$ cat src/hw/hmic_pkg.sv
package hmic_pkg;
  // ------------------------------------------------------------
  // Register offsets on the register access port
  // ------------------------------------------------------------
  localparam logic [7:0] ADDR_STATUS_TWO = 8'h02; // Second status, read clears
  localparam logic [7:0] ADDR_MASK_TWO = 8'h04; // interrupt_mask_two
  localparam logic [7:0] ADDR_FAN_CFG = 8'h05; // fan_divisor_pin_config

  // ------------------------------------------------------------
  // Reset values
  // ------------------------------------------------------------
  localparam logic [7:0] MASK_TWO_RESET = 8'h00;
  localparam logic [7:0] FAN_CFG_RESET = 8'h14; // Divide by 2 on both, pin off
  localparam logic [7:0] STATUS_RESET = 8'h00;
  localparam logic [7:0] READ_ZERO = 8'h00;

  // ------------------------------------------------------------
  // Status and mask bit positions (shared layout)
  // ------------------------------------------------------------
  localparam int BIT_HOT = 0;
  localparam int BIT_BOARD = 1;
  localparam int BIT_TACH_ONE = 2;
  localparam int BIT_TACH_TWO = 3;
  localparam int BIT_CHASSIS = 4;
  localparam int BIT_OT_LIMIT = 5;
  localparam int BIT_HOT_MODE = 6; // In mask register only
  localparam int BIT_OT_MODE = 7; // In mask register only

  // ------------------------------------------------------------
  // fan_divisor_pin_config fields
  // ------------------------------------------------------------
  localparam int CFG_TACH_ONE_LEVEL = 0;
  localparam int CFG_TACH_TWO_LEVEL = 1;
  localparam int CFG_DIV_ONE_LO = 2; // Also level polarity of tach one
  localparam int CFG_DIV_ONE_HI = 3;
  localparam int CFG_DIV_TWO_LO = 4; // Also level polarity of tach two
  localparam int CFG_DIV_TWO_HI = 5;
  localparam int CFG_ALERT_PIN_SEL = 6;
  localparam int CFG_RESET_PIN_SEL = 7;

  // ------------------------------------------------------------
  // Temperature flag tracking states
  // ------------------------------------------------------------
  typedef enum logic {
    HMIC_TEMP_NORMAL,
    HMIC_TEMP_OVER
  } hmic_temp_e;
endpackage

$ cat src/hw/hmic_top.sv
`timescale 1ns/10ps
// Contract
// - Mask bits 3-5 block tach two, chassis, overtemp
// - Hot default mode: re-flag each conversion while hot
// - Hot one-time mode: flag on crossing and recovery
// - Overtemp default mode: re-flag each conversion while over
// - Overtemp one-time mode: flag on crossing and recovery
// - Bits 0,1: one level input, zero counting
// - Field 3:2 divides tach one by 1,2,4,8
// - Field 5:4 divides tach two by 1,2,4,8
// - Bit 2 selects tach one level polarity
// - Bit 4 selects tach two level polarity
// - Bit 6 alone: shared pin is overtemp alert
// - Bit 7 set: shared pin is reset output
// - Bits 6,7 clear: shared pin disabled
// - Config register resets to 0001 0100
// - Hot flag mode chosen by mask bit 6
module hmic_top (
  input wire logic ref_clk,
  input wire logic srst,
  input wire logic [7:0] reg_addr,
  input wire logic reg_wr,
  input wire logic [7:0] reg_wdata,
  input wire logic reg_rd,
  output logic [7:0] reg_rdata,
  input wire logic conv_done,
  input wire logic hot_above_limit,
  input wire logic hot_below_hyst,
  input wire logic ot_above_limit,
  input wire logic ot_below_hyst,
  input wire logic tach_one_count_fault,
  input wire logic tach_two_count_fault,
  input wire logic tach_input_one,
  input wire logic tach_input_two,
  input wire logic chassis_intrusion_input,
  input wire logic reset_request,
  output logic int_out,
  output logic tach_one_level_mode,
  output logic tach_two_level_mode,
  output logic [1:0] tach_one_div_sel,
  output logic [1:0] tach_two_div_sel,
  output logic overtemp_alert_output,
  output logic alert_pin_oe,
  output logic alert_pin_out
);
  // ------------------------------------------------------------
  // Registers and internal state
  // ------------------------------------------------------------
  logic [7:0] mask_two_reg; // interrupt_mask_two
  logic [7:0] fan_cfg_reg; // fan_divisor_pin_config
  logic [7:0] rdata_reg; // Registered read data
  logic tach_one_flag_reg; // Sticky tach one status
  logic tach_two_flag_reg; // Sticky tach two status
  logic chassis_flag_reg; // Sticky chassis intrusion status
  logic hot_flag; // From hot-limit tracker
  logic ot_flag; // From overtemp-limit tracker
  logic int_reg; // Interrupt output flop
  logic alert_oe_reg; // Shared pin drive enable
  logic alert_active_reg; // Overtemp comparator level
  logic alert_out_reg; // Alert-mode view of the shared pin
  logic [7:0] status_two; // Assembled status view
  logic status_read; // Read of the status register this cycle
  logic tach_one_level_hit; // Active level on tach one in level mode
  logic tach_two_level_hit; // Active level on tach two in level mode
  logic tach_one_set;
  logic tach_two_set;

  // ------------------------------------------------------------
  // Configuration and mask registers
  // ------------------------------------------------------------

  // Config register: divisors, pin modes, shared-pin select
  always_ff @(posedge ref_clk) begin
    if (srst) begin
      fan_cfg_reg <= hmic_pkg::FAN_CFG_RESET;
    end else if (reg_wr && reg_addr == hmic_pkg::ADDR_FAN_CFG) begin
      fan_cfg_reg <= reg_wdata;
    end
  end

  // Mask register, including the two temperature mode selects
  always_ff @(posedge ref_clk) begin
    if (srst) begin
      mask_two_reg <= hmic_pkg::MASK_TWO_RESET;
    end else if (reg_wr && reg_addr == hmic_pkg::ADDR_MASK_TWO) begin
      mask_two_reg <= reg_wdata;
    end
  end

  // Status reads clear the flags they return
  assign status_read = reg_rd && (reg_addr == hmic_pkg::ADDR_STATUS_TWO);

  // ------------------------------------------------------------
  // Temperature flags
  // ------------------------------------------------------------

  // Hot-limit flag; mode from mask bit 6
  hmic_temp_flag u_hot_flag (
    .ref_clk(ref_clk),
    .srst(srst),
    .one_time_mode(mask_two_reg[hmic_pkg::BIT_HOT_MODE]),
    .conv_done(conv_done),
    .above_limit(hot_above_limit),
    .below_hyst(hot_below_hyst),
    .status_read(status_read),
    .flag_reg(hot_flag)
  );

  // Overtemp-limit flag; mode from mask bit 7
  hmic_temp_flag u_ot_flag (
    .ref_clk(ref_clk),
    .srst(srst),
    .one_time_mode(mask_two_reg[hmic_pkg::BIT_OT_MODE]),
    .conv_done(conv_done),
    .above_limit(ot_above_limit),
    .below_hyst(ot_below_hyst),
    .status_read(status_read),
    .flag_reg(ot_flag)
  );

  // ------------------------------------------------------------
  // Tachometer and chassis flags
  // ------------------------------------------------------------

  // Level mode: polarity bit one means low is active
  assign tach_one_level_hit = fan_cfg_reg[hmic_pkg::CFG_DIV_ONE_LO] ? !tach_input_one : tach_input_one;
  assign tach_two_level_hit = fan_cfg_reg[hmic_pkg::CFG_DIV_TWO_LO] ? !tach_input_two : tach_input_two;

  // Source depends on pin mode: level check or count-limit fault
  assign tach_one_set = fan_cfg_reg[hmic_pkg::CFG_TACH_ONE_LEVEL] ? tach_one_level_hit : tach_one_count_fault;
  assign tach_two_set = fan_cfg_reg[hmic_pkg::CFG_TACH_TWO_LEVEL] ? tach_two_level_hit : tach_two_count_fault;

  // Tach one status; a set beats a clearing read
  always_ff @(posedge ref_clk) begin
    if (srst) begin
      tach_one_flag_reg <= 1'b0;
    end else if (tach_one_set) begin
      tach_one_flag_reg <= 1'b1;
    end else if (status_read) begin
      tach_one_flag_reg <= 1'b0;
    end
  end

  // Tach two status; a held level keeps it set through a clearing read
  always_ff @(posedge ref_clk) begin
    if (srst) begin
      tach_two_flag_reg <= 1'b0;
    end else if (tach_two_set) begin
      tach_two_flag_reg <= 1'b1;
    end else if (status_read) begin
      tach_two_flag_reg <= 1'b0;
    end
  end

  // Chassis intrusion status, set while the input is high
  always_ff @(posedge ref_clk) begin
    if (srst) begin
      chassis_flag_reg <= 1'b0;
    end else if (chassis_intrusion_input) begin
      chassis_flag_reg <= 1'b1;
    end else if (status_read) begin
      chassis_flag_reg <= 1'b0;
    end
  end

  // ------------------------------------------------------------
  // Status view and interrupt output
  // ------------------------------------------------------------

  // Board-temperature input lives outside this block and reads zero
  always_comb begin
    status_two = hmic_pkg::STATUS_RESET;
    status_two[hmic_pkg::BIT_HOT] = hot_flag;
    status_two[hmic_pkg::BIT_TACH_ONE] = tach_one_flag_reg;
    status_two[hmic_pkg::BIT_TACH_TWO] = tach_two_flag_reg;
    status_two[hmic_pkg::BIT_CHASSIS] = chassis_flag_reg;
    status_two[hmic_pkg::BIT_OT_LIMIT] = ot_flag;
  end

  // Interrupt: any set flag whose mask bit is zero
  always_ff @(posedge ref_clk) begin
    if (srst) begin
      int_reg <= 1'b0;
    end else begin
      int_reg <= |(status_two[hmic_pkg::BIT_OT_LIMIT:hmic_pkg::BIT_HOT]
                   & ~mask_two_reg[hmic_pkg::BIT_OT_LIMIT:hmic_pkg::BIT_HOT]);
    end
  end

  // ------------------------------------------------------------
  // Register read port
  // ------------------------------------------------------------

  // Registered read data; unmapped offsets read zero
  always_ff @(posedge ref_clk) begin
    if (srst) begin
      rdata_reg <= hmic_pkg::READ_ZERO;
    end else if (reg_rd) begin
      if (reg_addr == hmic_pkg::ADDR_STATUS_TWO) begin
        rdata_reg <= status_two;
      end else if (reg_addr == hmic_pkg::ADDR_MASK_TWO) begin
        rdata_reg <= mask_two_reg;
      end else if (reg_addr == hmic_pkg::ADDR_FAN_CFG) begin
        rdata_reg <= fan_cfg_reg;
      end else begin
        rdata_reg <= hmic_pkg::READ_ZERO;
      end
    end
  end

  // ------------------------------------------------------------
  // Shared reset / overtemp alert pin
  // ------------------------------------------------------------

  // Comparator level: on above limit, off once under hysteresis
  always_ff @(posedge ref_clk) begin
    if (srst) begin
      alert_active_reg <= 1'b0;
    end else if (conv_done && ot_above_limit) begin
      alert_active_reg <= 1'b1;
    end else if (conv_done && ot_below_hyst) begin
      alert_active_reg <= 1'b0;
    end
  end

  // Open-drain pin: drive low only when the selected function asserts
  always_ff @(posedge ref_clk) begin
    if (srst) begin
      alert_oe_reg <= 1'b0;
    end else if (fan_cfg_reg[hmic_pkg::CFG_RESET_PIN_SEL]) begin
      alert_oe_reg <= reset_request;
    end else if (fan_cfg_reg[hmic_pkg::CFG_ALERT_PIN_SEL]) begin
      alert_oe_reg <= alert_active_reg;
    end else begin
      alert_oe_reg <= 1'b0;
    end
  end

  // Alert-mode view; kept as its own flop so the output never glitches on a mode write
  always_ff @(posedge ref_clk) begin
    if (srst) begin
      alert_out_reg <= 1'b0;
    end else if (!fan_cfg_reg[hmic_pkg::CFG_RESET_PIN_SEL] && fan_cfg_reg[hmic_pkg::CFG_ALERT_PIN_SEL]) begin
      alert_out_reg <= alert_active_reg;
    end else begin
      alert_out_reg <= 1'b0;
    end
  end

  // ------------------------------------------------------------
  // Output assignments, all from flops except the tied-low pin data
  // ------------------------------------------------------------
  assign reg_rdata = rdata_reg;
  assign int_out = int_reg;
  assign tach_one_level_mode = fan_cfg_reg[hmic_pkg::CFG_TACH_ONE_LEVEL];
  assign tach_two_level_mode = fan_cfg_reg[hmic_pkg::CFG_TACH_TWO_LEVEL];
  assign tach_one_div_sel = fan_cfg_reg[hmic_pkg::CFG_DIV_ONE_HI:hmic_pkg::CFG_DIV_ONE_LO];
  assign tach_two_div_sel = fan_cfg_reg[hmic_pkg::CFG_DIV_TWO_HI:hmic_pkg::CFG_DIV_TWO_LO];
  assign overtemp_alert_output = alert_out_reg;
  assign alert_pin_oe = alert_oe_reg;
  assign alert_pin_out = 1'b0; // Open drain: low whenever driven
endmodule

$ cat src/hw/hmic_temp_flag.sv
`timescale 1ns/10ps
// One temperature status flag with repeating or one-time behaviour
module hmic_temp_flag (
  input wire logic ref_clk,
  input wire logic srst,
  input wire logic one_time_mode,
  input wire logic conv_done,
  input wire logic above_limit,
  input wire logic below_hyst,
  input wire logic status_read,
  output logic flag_reg
);
  // ------------------------------------------------------------
  // Over-limit tracking
  // ------------------------------------------------------------
  hmic_pkg::hmic_temp_e state_reg; // Above limit, not yet back under hysteresis
  hmic_pkg::hmic_temp_e state_next;
  logic set_event; // Flag set at this conversion

  // Next state and set decision, only at completed conversions
  always_comb begin
    state_next = state_reg;
    set_event = 1'b0;
    case (state_reg)
      hmic_pkg::HMIC_TEMP_NORMAL: begin
        if (conv_done && above_limit) begin
          // Both modes flag the upward crossing
          state_next = hmic_pkg::HMIC_TEMP_OVER;
          set_event = 1'b1;
        end
      end
      hmic_pkg::HMIC_TEMP_OVER: begin
        if (conv_done && below_hyst) begin
          state_next = hmic_pkg::HMIC_TEMP_NORMAL;
          // One-time mode flags the return under hysteresis
          set_event = one_time_mode;
        end else if (conv_done) begin
          // Repeating mode flags every conversion while still hot
          set_event = !one_time_mode;
        end
      end
      default: begin
        state_next = hmic_pkg::HMIC_TEMP_NORMAL;
      end
    endcase
  end

  // State register
  always_ff @(posedge ref_clk) begin
    if (srst) begin
      state_reg <= hmic_pkg::HMIC_TEMP_NORMAL;
    end else begin
      state_reg <= state_next;
    end
  end

  // Sticky flag; a set in the read cycle wins so no event is lost
  always_ff @(posedge ref_clk) begin
    if (srst) begin
      flag_reg <= 1'b0;
    end else if (set_event) begin
      flag_reg <= 1'b1;
    end else if (status_read) begin
      flag_reg <= 1'b0;
    end
  end
endmodule

$ cat config.mk
export PLATFORM = sky130hd
export DESIGN_NAME = hmic_top
export DESIGN_NICKNAME = d
export VERILOG_FILES = /design/src/hw/hmic_pkg.sv /design/src/hw/hmic_top.sv /design/src/hw/hmic_temp_flag.sv
export SDC_FILE = /design/constraint.sdc
export NUM_CORES = 1
export LEC_CHECK = 0
export BUFFER_PORTS_ARGS = -buffer_cell sky130_fd_sc_hd__buf_2
export CORE_UTILIZATION = 54
export CTS_CLUSTER_DIAMETER = 120
export DETAILED_ROUTE_END_ITERATION = 7
export GPL_ROUTABILITY_DRIVEN = 1
export PLACE_DENSITY = 0.83
export SLEW_MARGIN = 20
export SYNTH_ARGS = -nofsm -noshare
export SYNTH_HDL_FRONTEND = slang
export SYNTH_SLANG_ARGS = --single-unit
$ cat constraint.sdc
create_clock -name ref_clk -period 3.25 [get_ports ref_clk]
set_clock_uncertainty 0.15 [all_clocks]
set_input_delay 0.1625 -clock ref_clk [delete_from_list [all_inputs] [get_ports ref_clk]]
set_output_delay 0.1625 -clock ref_clk [all_outputs]
set_load 0.01 [all_outputs]
# [Yosys cells after proc, flatten, opt, wreduce, memory -nomap -nowiden]
# Index checks and enable logic that the tools add are counted.
[totals] romBits=0 latchBits=0 ramBits=0 in_bits=31 n_memories=0 out_inout_bits=18 reg_bits=35
[op_classes] n_div=0 n_shift=0 mul=0 eq_ne=3 magnitude_cmp=0 n_reduce_logical=21 mux=29 n_bitwise=5 add_sub_neg=0
[op_table] op="$mux W8" n=3
[op_table] op="$mux W1" n=22
[op_table] op="$eq A8 B3 Y1 const B" n=2
[op_table] op="$reduce_bool A2 Y1" n=6
[op_table] op="$eq A8 B2 Y1 const B" n=1
[op_table] op="$logic_and A1 B1 Y1" n=8
[op_table] op="$pmux W1 S2" n=4
[op_table] op="$and A6 B6 Y6" n=1
[op_table] op="$not A6 Y6" n=1
[op_table] op="$reduce_or A6 Y1" n=1
[op_table] op="$logic_not A1 Y1" n=5
[op_table] op="$not A1 Y1" n=3
[op_table] op="$reduce_or A2 Y1" n=1

# [Longest topological paths before layout]
# Gate-level depths: netlist of run 1.
[logic_depth] depth_word=5 ltp_mapped=5

# [Modules after synthesis]
# From an unflattened synthesis of run 1, not the netlist that was laid out.
[hier_totals] cells_unflattened=174 hier_area_um2=1692.9
[modules_own_cells] mod="hmic_top" cells_each=154 n_inst=1 area_per_inst_um2=1520.2
[modules_own_cells] mod="hmic_temp_flag" cells_each=10 n_inst=2 area_per_inst_um2=86.3

# [Worst setup path before layout of run 1]
# No wires, ideal clock.
[synth_timing] path_type="input to register" start="in reg_addr[3]" end="reg mask_two_reg[0]" path_buffers=1 setup_ps=116 required_time_ps=2984 arrival_time_ps=1413 path_stages=4 slack_ps=1572 path_cell_list="or4_4 > or3_1 > buf_6 > a31o_1"
[synth_via] elab_chain_len=2
[synth_rtl] element="start, declared" line="hmic_top.sv:21" text="input wire logic [7:0] reg_addr,"
[synth_rtl] element="$eq A8 B3 Y1" line="hmic_top.sv:85" text="end else if (reg_wr && reg_addr == hmic_pkg::ADDR_MASK_TWO) begin"
[synth_rtl] element="$logic_and A1 B1 Y1" line="hmic_top.sv:85"
[synth_rtl] element="end signal, assigned" line="hmic_top.sv:84" text="mask_two_reg <= hmic_pkg::MASK_TWO_RESET;"
[synth_rtl] element="end signal, assigned" line="hmic_top.sv:86" text="mask_two_reg <= reg_wdata;"
[synth_rtl] element="end, declared" line="hmic_top.sv:49" text="logic [7:0] mask_two_reg;"
# Every way passes these cells.
# A chain may end at the register's enable or synchronous reset.

# [Worst setup path in the final report of run 1]
[layout_timing] start="in conv_done" end="reg u_ot_flag.state_reg"
[layout_via] elab_chain_len=3 word_cells_on_any_way=5 cone_classes="mux: 3; reduce/logical: 2"
[layout_rtl] element="start, declared" line="hmic_top.sv:26" text="input wire logic conv_done,"
[layout_rtl] element="$logic_and A1 B1 Y1 (on tied branches)" line="hmic_temp_flag.sv:33, hmic_temp_flag.sv:26"
[layout_rtl] element="$mux W1 (on tied branches)" line="hmic_temp_flag.sv:33, hmic_temp_flag.sv:26"
[layout_rtl] element="$pmux W1 S2 (*)" line="hmic_temp_flag.sv:24" text="case (state_reg)"
[layout_rtl] element="end signal, assigned" line="hmic_temp_flag.sv:51" text="state_reg <= hmic_pkg::HMIC_TEMP_NORMAL;"
[layout_rtl] element="end signal, assigned" line="hmic_temp_flag.sv:53" text="state_reg <= state_next;"
[layout_rtl] element="end, declared" line="hmic_temp_flag.sv:16" text="hmic_pkg::hmic_temp_e state_reg;"
# Mark *: on every way between the ends. The rest lies on a longest branch, timed or not.

==> impl_metrics.ini, run 1 <==
[run_status]
status = finished with violations
failed_checks = design-rule violations

[yosys]
yosysTopAreaCellShare_pct = 42.7
syn_area_um2 = 1640
synth_edf_count = 0
ys_ff_latch = 35
yosysTopAreaCell = dfxtp_1
synth_top_family_by_area = simple AND/OR/NAND/NOR gates
ys_types = 40
synthAdderAreaFrac_pct = 0
synth.avg_cell_area_um2 = 9.71
synthSimpleGateAreaFrac_pct = 20.3
postSynthNetCount = 200
synth-compound-area-share_pct = 16.9
muxShareOfSynthArea_pct = 11.2
synth_xor_area_share_pct = 2.14
synth_area_leaders = dfxtp_1 (43%), mux2i_1 (9.2%), nand2b_1 (4.6%)
ys_warn_count = 0
syn_inst = 169
synth-seq-area-share_pct = 42.7
async_flop_share_pct = 0
ys.flop_type = dfxtp_1

[layout]
layout-drive-gt1-share_pct = 27.2
num_antenna_cells = 0
fillers = 226
seqCellArea_um2 = 701
multi_input_area_um2 = 832
final_area_um2 = 2030
syn_to_final_growth_pct = 24.0
nets = 256

[timing]
worst_pin_slew_ns = 0.604
setup_viol = 0
finalHoldViolations = 0
finalCriticalPeriod_ns = 2.04
min_period_over_period_pct = 62.9
fmax_mhz = 489
slew_headroom_pct = 59.7
rsz0062_at_grt = no
slew_viol_final = 0
final.setup.tns_ns = 0

[grt]
grt_remaining_overflow = 0
grt_pass1_wl_um = 6370
grt_pass1_vias = 1471
antenna_found_initial = 0
grt_max_degree = 26
grt_util_all_layers_pct = 25.8

[flow_run]
max_cap_violations = 0

[worst_setup_path]
arrival_ns = 2.17
r2r-end = u_ot_flag.state_reg$_SDFF_PP0_
cp.required_ns = 3.38
r2r-start = u_ot_flag.state_reg$_SDFF_PP0_
cp-end-kind = flop
reg2reg_depth = 4
cp_max_fo = 6
worstSetupPathType = in2reg
r2r_slack_ns = 1.30
worstSetupStartpointType = input pin

[min_path]
whs_path_depth = 4
hold_end = u_hot_flag.state_reg$_SDFF_PP0_
min_path_type = in2reg
worstHoldStart = hot_below_hyst

[placed_design]
io_buffers = 47
placed_cell_area_um2 = 1830
place.gp.congestion = 0.789
dpl.hpwl_um = 2700

[floorplanning]
die_h_um = 57.1
num_rows = 19
die_w_um = 57.1
start_util_pct = 58.5
ios = 49
die-area_um2 = 3260
coreArea_um2 = 2810

[detailed_routing]
wl_per_cell_um = 14.9
vias = 1483
drtIter0Drc = 89
viasPerCell = 5.82
ant_nets = 0
drt-total-wl_um = 3800
drc = 10
drtPass1Iterations = 6

[clock_network]
clk_pin_slew_ns = 0.09
ctsHtreeMaxLevel = 2
cts_root_buf = clkbuf_4
clkSinkCount = 35
clkLatencyLatePin_ns = 0.33
cts_tree = done
cts_buffer_depth = 2
numCtsBuffers = 5

[pwr]
irDropWorstVdd_v = 0.000263
pwr_density_cell_nw_per_um2 = 369
power.leakage_nw = 0.847
-- worst max path at each step --
stage | from | cells past startpoint | end
after floorplan | reg_addr[3] | 4 | mask_two_reg[0]$_SDFFE_PP0P_
after global placement | reg_addr[3] | 4 | mask_two_reg[3]$_SDFFE_PP0P_
after detailed placement | reg_addr[3] | 4 | mask_two_reg[7]$_SDFFE_PP0P_
after CTS | conv_done | 6 | u_ot_flag.state_reg$_SDFF_PP0_
after global routing | conv_done | 6 | u_ot_flag.state_reg$_SDFF_PP0_
final | conv_done | 6 | u_ot_flag.state_reg$_SDFF_PP0_
-- cells in the final DEF, fill, tap and decap left out, types with 7 or more instances in the layout --
master / netlist / routed
buf_2: 2 / 47
mux2i_1: 15 / 15
nor2_1: 8 / 8
dfxtp_1: 35 / 35
a31o_1: 8 / 8
inv_1: 7 / 7
nand2b_1: 12 / 12
nand2_1: 14 / 14
nor4_1: 8 / 8
dlygate4sd3_1: 0 / 16
-- where the power goes --
part / internal (W) / leakage, nW / switching [W]
combinational: 0.0000493 / 0.539 / 0.0000508
sequential: 0.000438 / 0.284 / 0.00000479
clock: 0.0000769 / 0.0242 / 0.000132
-- cells in the mapped netlist, drive strengths merged (3+ instances only) --
| cell | instances |
|---|---|
| mux2 | 3 |
| nand2 | 14 |
| o22ai | 4 |
| clkbuf | 4 |
| xnor2 | 3 |
| dfxtp | 35 |
| mux2i | 15 |
| nor2 | 8 |
| inv | 7 |
| a22o | 3 |
| nor3 | 3 |
| o21ai | 4 |
| nand2b | 12 |
| buf | 10 |
| a32o | 5 |
| nor4 | 9 |
| a31o | 9 |
-- timing repair --
| action | 4_1_cts | 5_1_grt |
|---|---|---|
| endpoints found under the hold margin | 16 | 0 |
| setup buffers | 0 | 0 |
| gates resized for setup | 0 | 0 |
| hold buffers | 16 | 0 |
-- stage by stage --
step	power (W)	utilization [%]	instances	setup WS [ns]	hold WS, ns
2_1_floorplan	0.000505	-	169	1.57	0.129
3_3_place_gp	0.000533	65.3	233	1.33	0.215
3_5_place_dp	0.000536	65.3	233	1.29	0.248
4_1_cts	0.000757	72.5	255	1.26	0.00290
5_1_grt	0.000784	72.5	255	1.14	0.0278
6_report	0.000752	72.5	255	1.21	0.0130
-- worst max-delay path: stages --
cell	delay (ns)
dlygate4sd3_1	0.52
buf_2	0.16
nand3b_1	0.08
dlygate4sd3_1	0.55
a21oi_1	0.14
dlygate4sd3_1	0.56
-- metal layers --
layer	global-route usage, %	vias up	part of all wire [%]
met1	29.3	698	41
met4	13.6	0	1.8
li1	-	726	-
met3	7.03	9	5.6
met5	0	-	0
met2	44.2	50	51
-- cell type report --
| class | instances | area share, % |
|---|---|---|
| timing repair buffer | 63 | 19.4 |
| multi-input combinational | 113 | 40.9 |
| sequential | 35 | 34.4 |
| tap | 31 | 1.91 |
| clock buffer | 6 | 2.03 |
| inverter | 7 | 1.29 |
-- kinds of logic after synthesis --
group                  after synthesis
AO/OA/AOI/OAI                       35
multiplexers                        18
XOR/XNOR                             4
AND/OR/NAND/NOR                     55
flip-flops                          35
buffers and inverters               21
other                                1
Power figures use the tool's default switching activity.
==> run 2: changes to the inputs <==
--- a/config.mk
+++ b/config.mk
@@ -6,11 +6,11 @@
 export NUM_CORES = 1
 export LEC_CHECK = 0
 export BUFFER_PORTS_ARGS = -buffer_cell sky130_fd_sc_hd__buf_2
-export CORE_UTILIZATION = 54
+export CORE_UTILIZATION = 50
 export CTS_CLUSTER_DIAMETER = 120
 export DETAILED_ROUTE_END_ITERATION = 7
 export GPL_ROUTABILITY_DRIVEN = 1
-export PLACE_DENSITY = 0.83
+export PLACE_DENSITY = 0.78
 export SLEW_MARGIN = 20
 export SYNTH_ARGS = -nofsm -noshare
 export SYNTH_HDL_FRONTEND = slang
==> constraint.sdc (replaced) <==
create_clock -name ref_clk -period 1.9 [get_ports ref_clk]
set_clock_uncertainty 0.15 [all_clocks]
set_input_delay 0.095 -clock ref_clk [delete_from_list [all_inputs] [get_ports ref_clk]]
set_output_delay 0.095 -clock ref_clk [all_outputs]
set_load 0.01 [all_outputs]
==> impl_metrics.ini, run 2 (synthesized netlist as in run 1, its figures left out) <==
[layout]
layout-drive-gt1-share_pct = 29.0
final_common_cell = buf_2
num_antenna_cells = 0
mostFrequentLayoutCells = buf_2 (47), dfxtp_1 (35), dlygate4sd3_1 (21), mux2i_1 (15), nand2_1 (14)
syn_to_final_growth_pct = 32.0
final_area_um2 = 2170
utilization_pct = 70.4
nets = 268

[floorplanning]
start_util_pct = 53.3
die-area_um2 = 3510
num_rows = 20
die_h_um = 59.3
die_w_um = 59.3
coreArea_um2 = 3080
ios = 49

[detailed_routing]
drtPass1Iterations = 4
wl_per_cell_um = 15.5
viasPerCell = 5.52
drtIter0Drc = 65
drt-total-wl_um = 4380
drc = 0
ant_nets = 0
vias = 1556

[timing]
fmax_mhz = 539
rsz0062_at_grt = no
final.setup.tns_ns = 0
finalCriticalPeriod_ns = 1.85
setup_viol = 0
slew_viol_final = 0
slew_headroom_pct = 57.5
min_period_over_period_pct = 97.6
fin_ws_ns = 0.0464
worst_pin_slew_ns = 0.635
finalHoldViolations = 0

[pwr]
irDropWorstVdd_v = 0.000458
pwr_density_cell_nw_per_um2 = 620
p_sw_share_pct = 26.3
p_clk_share_pct = 29.6
power_switching_w = 0.000354
power.leakage_nw = 0.903
p_comb_share_pct = 14.0
p_seq_share_pct = 56.4
internal_power_w = 0.000990

[clock_network]
clkLatencyLatePin_ns = 0.35
ctsHtreeMaxLevel = 2
post-cts-setup-buffers = 0
numCtsBuffers = 5
cts_tree = done
clkSinkCount = 35
cts_buffer_depth = 2
cts_root_buf = clkbuf_4
clk_pin_slew_ns = 0.11

[worst_setup_path]
r2r-start = fan_cfg_reg[2]$_SDFFE_PP1P_
critPathLaunch = reg_addr[3]
cp-end-kind = flop
worstSetupPathType = in2reg
arrival_ns = 1.95
cp.required_ns = 2.00
critPathSlowestCell = dlygate4sd3_1
crit_chain = buf_2 -> or4_4 -> buf_4 -> nor3_2 -> o22ai_1 -> dlygate4sd3_1
cp_max_fo = 12
cp_top_family = simple AND/OR/NAND/NOR gates
worst-path-buf-inv = 3
cpPeakStageDelay_ns = 0.57
worstSetupStartpointType = input pin

[grt]
grt_remaining_overflow = 0
grt_max_degree = 21
antenna_found_initial = 0
grt_util_all_layers_pct = 27.0
grt_pass1_vias = 1496
grt_pass1_wl_um = 6830

[placed_design]
placed_cell_area_um2 = 1900
place.gp.congestion = 0.864
io_buffers = 47
pre_cts_slack_ns = 0.154
dpl.hpwl_um = 3010

[flow_run]
max_cap_violations = 0

[run_status]
status = finished, final reports clean

[min_path]
worstHoldStart = tach_input_two
min_path_type = in2reg
[run 2: changes by cell type in the layout (fill, tap and decap cells not counted)]
cell,change
buf_6,+1
clkinv_2,+1
buf_4,+6
clkbuf_1,+1
dlygate4sd3_1,+5
[run 2: final timing paths]
check | slack, ns | endpoint | cells after the start
worst max-delay path | 0.05 | tach_one_flag_reg$_SDFFE_PP0P_ | 6
worst max register to register | 0.28 | tach_one_flag_reg$_SDFFE_PP0P_ | 4
worst min-delay path | 0.01 | tach_two_flag_reg$_SDFFE_PP0P_ | 4
worst min register to register | 0.33 | reg_rdata[2]$_SDFFE_PP0P_ | 1
[run 2: power groups by stage]
stage          clock [W]  combinational, W  sequential, W
5_1_grt         0.000428          0.000204       0.000760
3_5_place_dp           0          0.000150       0.000775
4_1_cts         0.000404          0.000186       0.000758
3_3_place_gp           0          0.000144       0.000774
6_report        0.000397          0.000188       0.000758
2_1_floorplan          0         0.0000898       0.000774
[run 2: repair_timing]
action                     in CTS  in global routing
gates resized for setup         0                  1
hold endpoints to repair       18                  0
setup endpoints to repair       0                  1
hold buffers                   22                  0
[run 2: worst reg2reg max path, delay by kind of cell (launching register included)]
family / cells / cell delay, ns
buf+inv: 1 / 0.57
mux: 1 / 0.19
xor+xnor: 1 / 0.16
compound gates: 1 / 0.10
flops: 1 / 0.35
[run 2: cell type report]
cell class	count	area, µm²
flip-flops and latches	35	701
clock buffers	7	45.0
fillers	240	912
well taps	44	55.1
clock inverters	1	5.00
repair buffers	75	502
inverters	7	26.3
multi-input cells	113	832
[run 2: through the flow]
step / std cells / hold slack (ns) / power [W]
final: 282 / 0.0113 / 0.00134
after global routing: 282 / 0.0203 / 0.00139
after CTS: 283 / 0.00371 / 0.00135
after detailed placement: 253 / 0.167 / 0.000925
after global placement: 253 / 0.159 / 0.000919
after floorplan: 169 / 0.0619 / 0.000863
[run 2: routing by layer]
layer,GRT usage (%),vias to the layer above,routed length [µm]
met2,43.7,57,2200
met3,5.24,14,239
met1,32.8,739,1810
met4,16.7,0,131
met5,0,-,0
li1,-,746,-
==> run 3: changes to the inputs <==
--- a/config.mk
+++ b/config.mk
@@ -5,12 +5,14 @@
 export SDC_FILE = /design/constraint.sdc
 export NUM_CORES = 1
 export LEC_CHECK = 0
-export BUFFER_PORTS_ARGS = -buffer_cell sky130_fd_sc_hd__buf_2
-export CORE_UTILIZATION = 50
+export CELL_PAD_IN_SITES_DETAIL_PLACEMENT = 0
+export CELL_PAD_IN_SITES_GLOBAL_PLACEMENT = 1
+export CORE_UTILIZATION = 46
 export CTS_CLUSTER_DIAMETER = 120
 export DETAILED_ROUTE_END_ITERATION = 7
+export DONT_BUFFER_PORTS = 1
 export GPL_ROUTABILITY_DRIVEN = 1
-export PLACE_DENSITY = 0.78
+export PLACE_DENSITY_LB_ADDON = 0.1
 export SLEW_MARGIN = 20
 export SYNTH_ARGS = -nofsm -noshare
 export SYNTH_HDL_FRONTEND = slang
==> impl_metrics.ini, run 3 (synthesized netlist as in run 1, its figures left out) <==
[worst_setup_path]
cp_top_family = simple AND/OR/NAND/NOR gates
worst-path-buf-inv = 2
critPathSlowestCell = dlygate4sd3_1
worstSetupPathType = in2reg
worstSetupStartpointType = input pin
cp_max_fo = 7
cp.required_ns = 1.95
cp-end-kind = flop
arrival_ns = 1.86
cpPeakStageDelay_ns = 0.60
crit_chain = or4_4 -> buf_4 -> nor3_2 -> dlygate4sd3_1 -> o22ai_1

[timing]
finalCriticalPeriod_ns = 1.82
holdWs_ns = 0.0177
rsz0062_at_grt = no
final.setup.tns_ns = 0
min_period_over_period_pct = 95.6
slew_viol_final = 0
setup_viol = 0
worst_pin_slew_ns = 0.844
slew_headroom_pct = 43.7
finalHoldViolations = 0
fin_ws_ns = 0.0828
fmax_mhz = 550

[pwr]
finalPower_w = 0.00128
pwr_density_cell_nw_per_um2 = 634
power.leakage_nw = 0.758
irDropWorstVdd_v = 0.000374

[grt]
grt_pass1_wl_um = 6420
use_met2_pct = 39.3
grt_util_all_layers_pct = 23.4
grt_use_met1_pct = 29.1
use_met3_pct = 7.25
grt_remaining_overflow = 0
antenna_found_initial = 0
grt_max_degree = 24
busiest_layer = met2
grt_pass1_vias = 1366

[detailed_routing]
ant_nets = 0
drt-total-wl_um = 4010
wl_per_cell_um = 16.4
drc = 0
vias = 1371
viasPerCell = 5.62
drtPass1Iterations = 4
drtIter0Drc = 53

[layout]
multi_input_area_um2 = 832
seqCellArea_um2 = 701
final_common_cell = dfxtp_1
syn_to_final_growth_pct = 23.2
utilization_pct = 60.1
fillers = 321
layout-drive-gt1-share_pct = 9.09
nets = 230
mostFrequentLayoutCells = dfxtp_1 (35), dlygate4sd3_1 (32), mux2i_1 (15), nand2_1 (14), nand2b_1 (12)
num_antenna_cells = 0

[floorplanning]
die_h_um = 61.7
die_w_um = 61.7
num_rows = 21
start_util_pct = 48.8
coreArea_um2 = 3360
die-area_um2 = 3810
ios = 49

[clock_network]
clkSinkCount = 35
clkLatencyLatePin_ns = 0.34
cts_tree = done
post-cts-setup-buffers = 0
ctsHtreeMaxLevel = 2
cts_buffer_depth = 2
numCtsBuffers = 5
clk_pin_slew_ns = 0.09
cts_root_buf = clkbuf_4

[placed_design]
pre_cts_slack_ns = 0.191
place.gp.congestion = 0.798
dpl.hpwl_um = 2670
io_buffers = 0

[flow_run]
max_cap_violations = 0

[min_path]
min_path_type = in2reg

[run_status]
status = finished, final reports clean
-- run 3: path summary, 6_finish.rpt --
check                                                  start                              to  slack (ns)  cells after the start
worst max-delay path                             reg_addr[3]  tach_one_flag_reg$_SDFFE_PP0P_        0.08                      5
worst min-delay path                             reg_addr[0]       reg_rdata[3]$_SDFFE_PP0P_        0.02                      3
worst max register to register   fan_cfg_reg[2]$_SDFFE_PP1P_  tach_one_flag_reg$_SDFFE_PP0P_        0.22                      4
worst min register to register  mask_two_reg[1]$_SDFFE_PP0P_    mask_two_reg[1]$_SDFFE_PP0P_        0.35                      1
-- run 3: final cells by class --
cell class                      instances  share of cell area, %
Tap cell                               46                   2.85
Multi-Input combinational cell        113                   41.2
Inverter                                7                   1.30
Sequential cell                        35                   34.7
Clock buffer                            6                   2.04
Timing Repair Buffer                   37                   18.0
-- run 3: per-layer routing --
metal  vias up  part of all wire (%)
met3         6                   4.9
met2        37                    49
met1       665                    45
li1        663                     -
met5         -                     0
met4         0                   1.2
-- run 3: tightest hold or removal path, stage by stage --
cell and delay [ns]:
mux2i_1 0.06, o21ai_0 0.16, a32o_1 0.16
-- run 3: through the flow --
stage | std cells | instance area, µm²
floorplan | 169 | 1640
detailed placement | 205 | 1650
global placement | 205 | 1650
global route | 244 | 2020
finish | 244 | 2020
CTS | 244 | 2020
-- run 3: power breakdown --
group          internal [W]  switching [W]
combinational     0.0000841      0.0000748
sequential         0.000750     0.00000907
clock              0.000131       0.000231
-- run 3: what timing repair did --
| item | 4_1_cts | 5_1_grt |
|---|---|---|
| gates resized for setup | 0 | 1 |
| setup endpoints to repair | 0 | 2 |
| hold endpoints to repair | 34 | 0 |
| hold buffers | 33 | 0 |
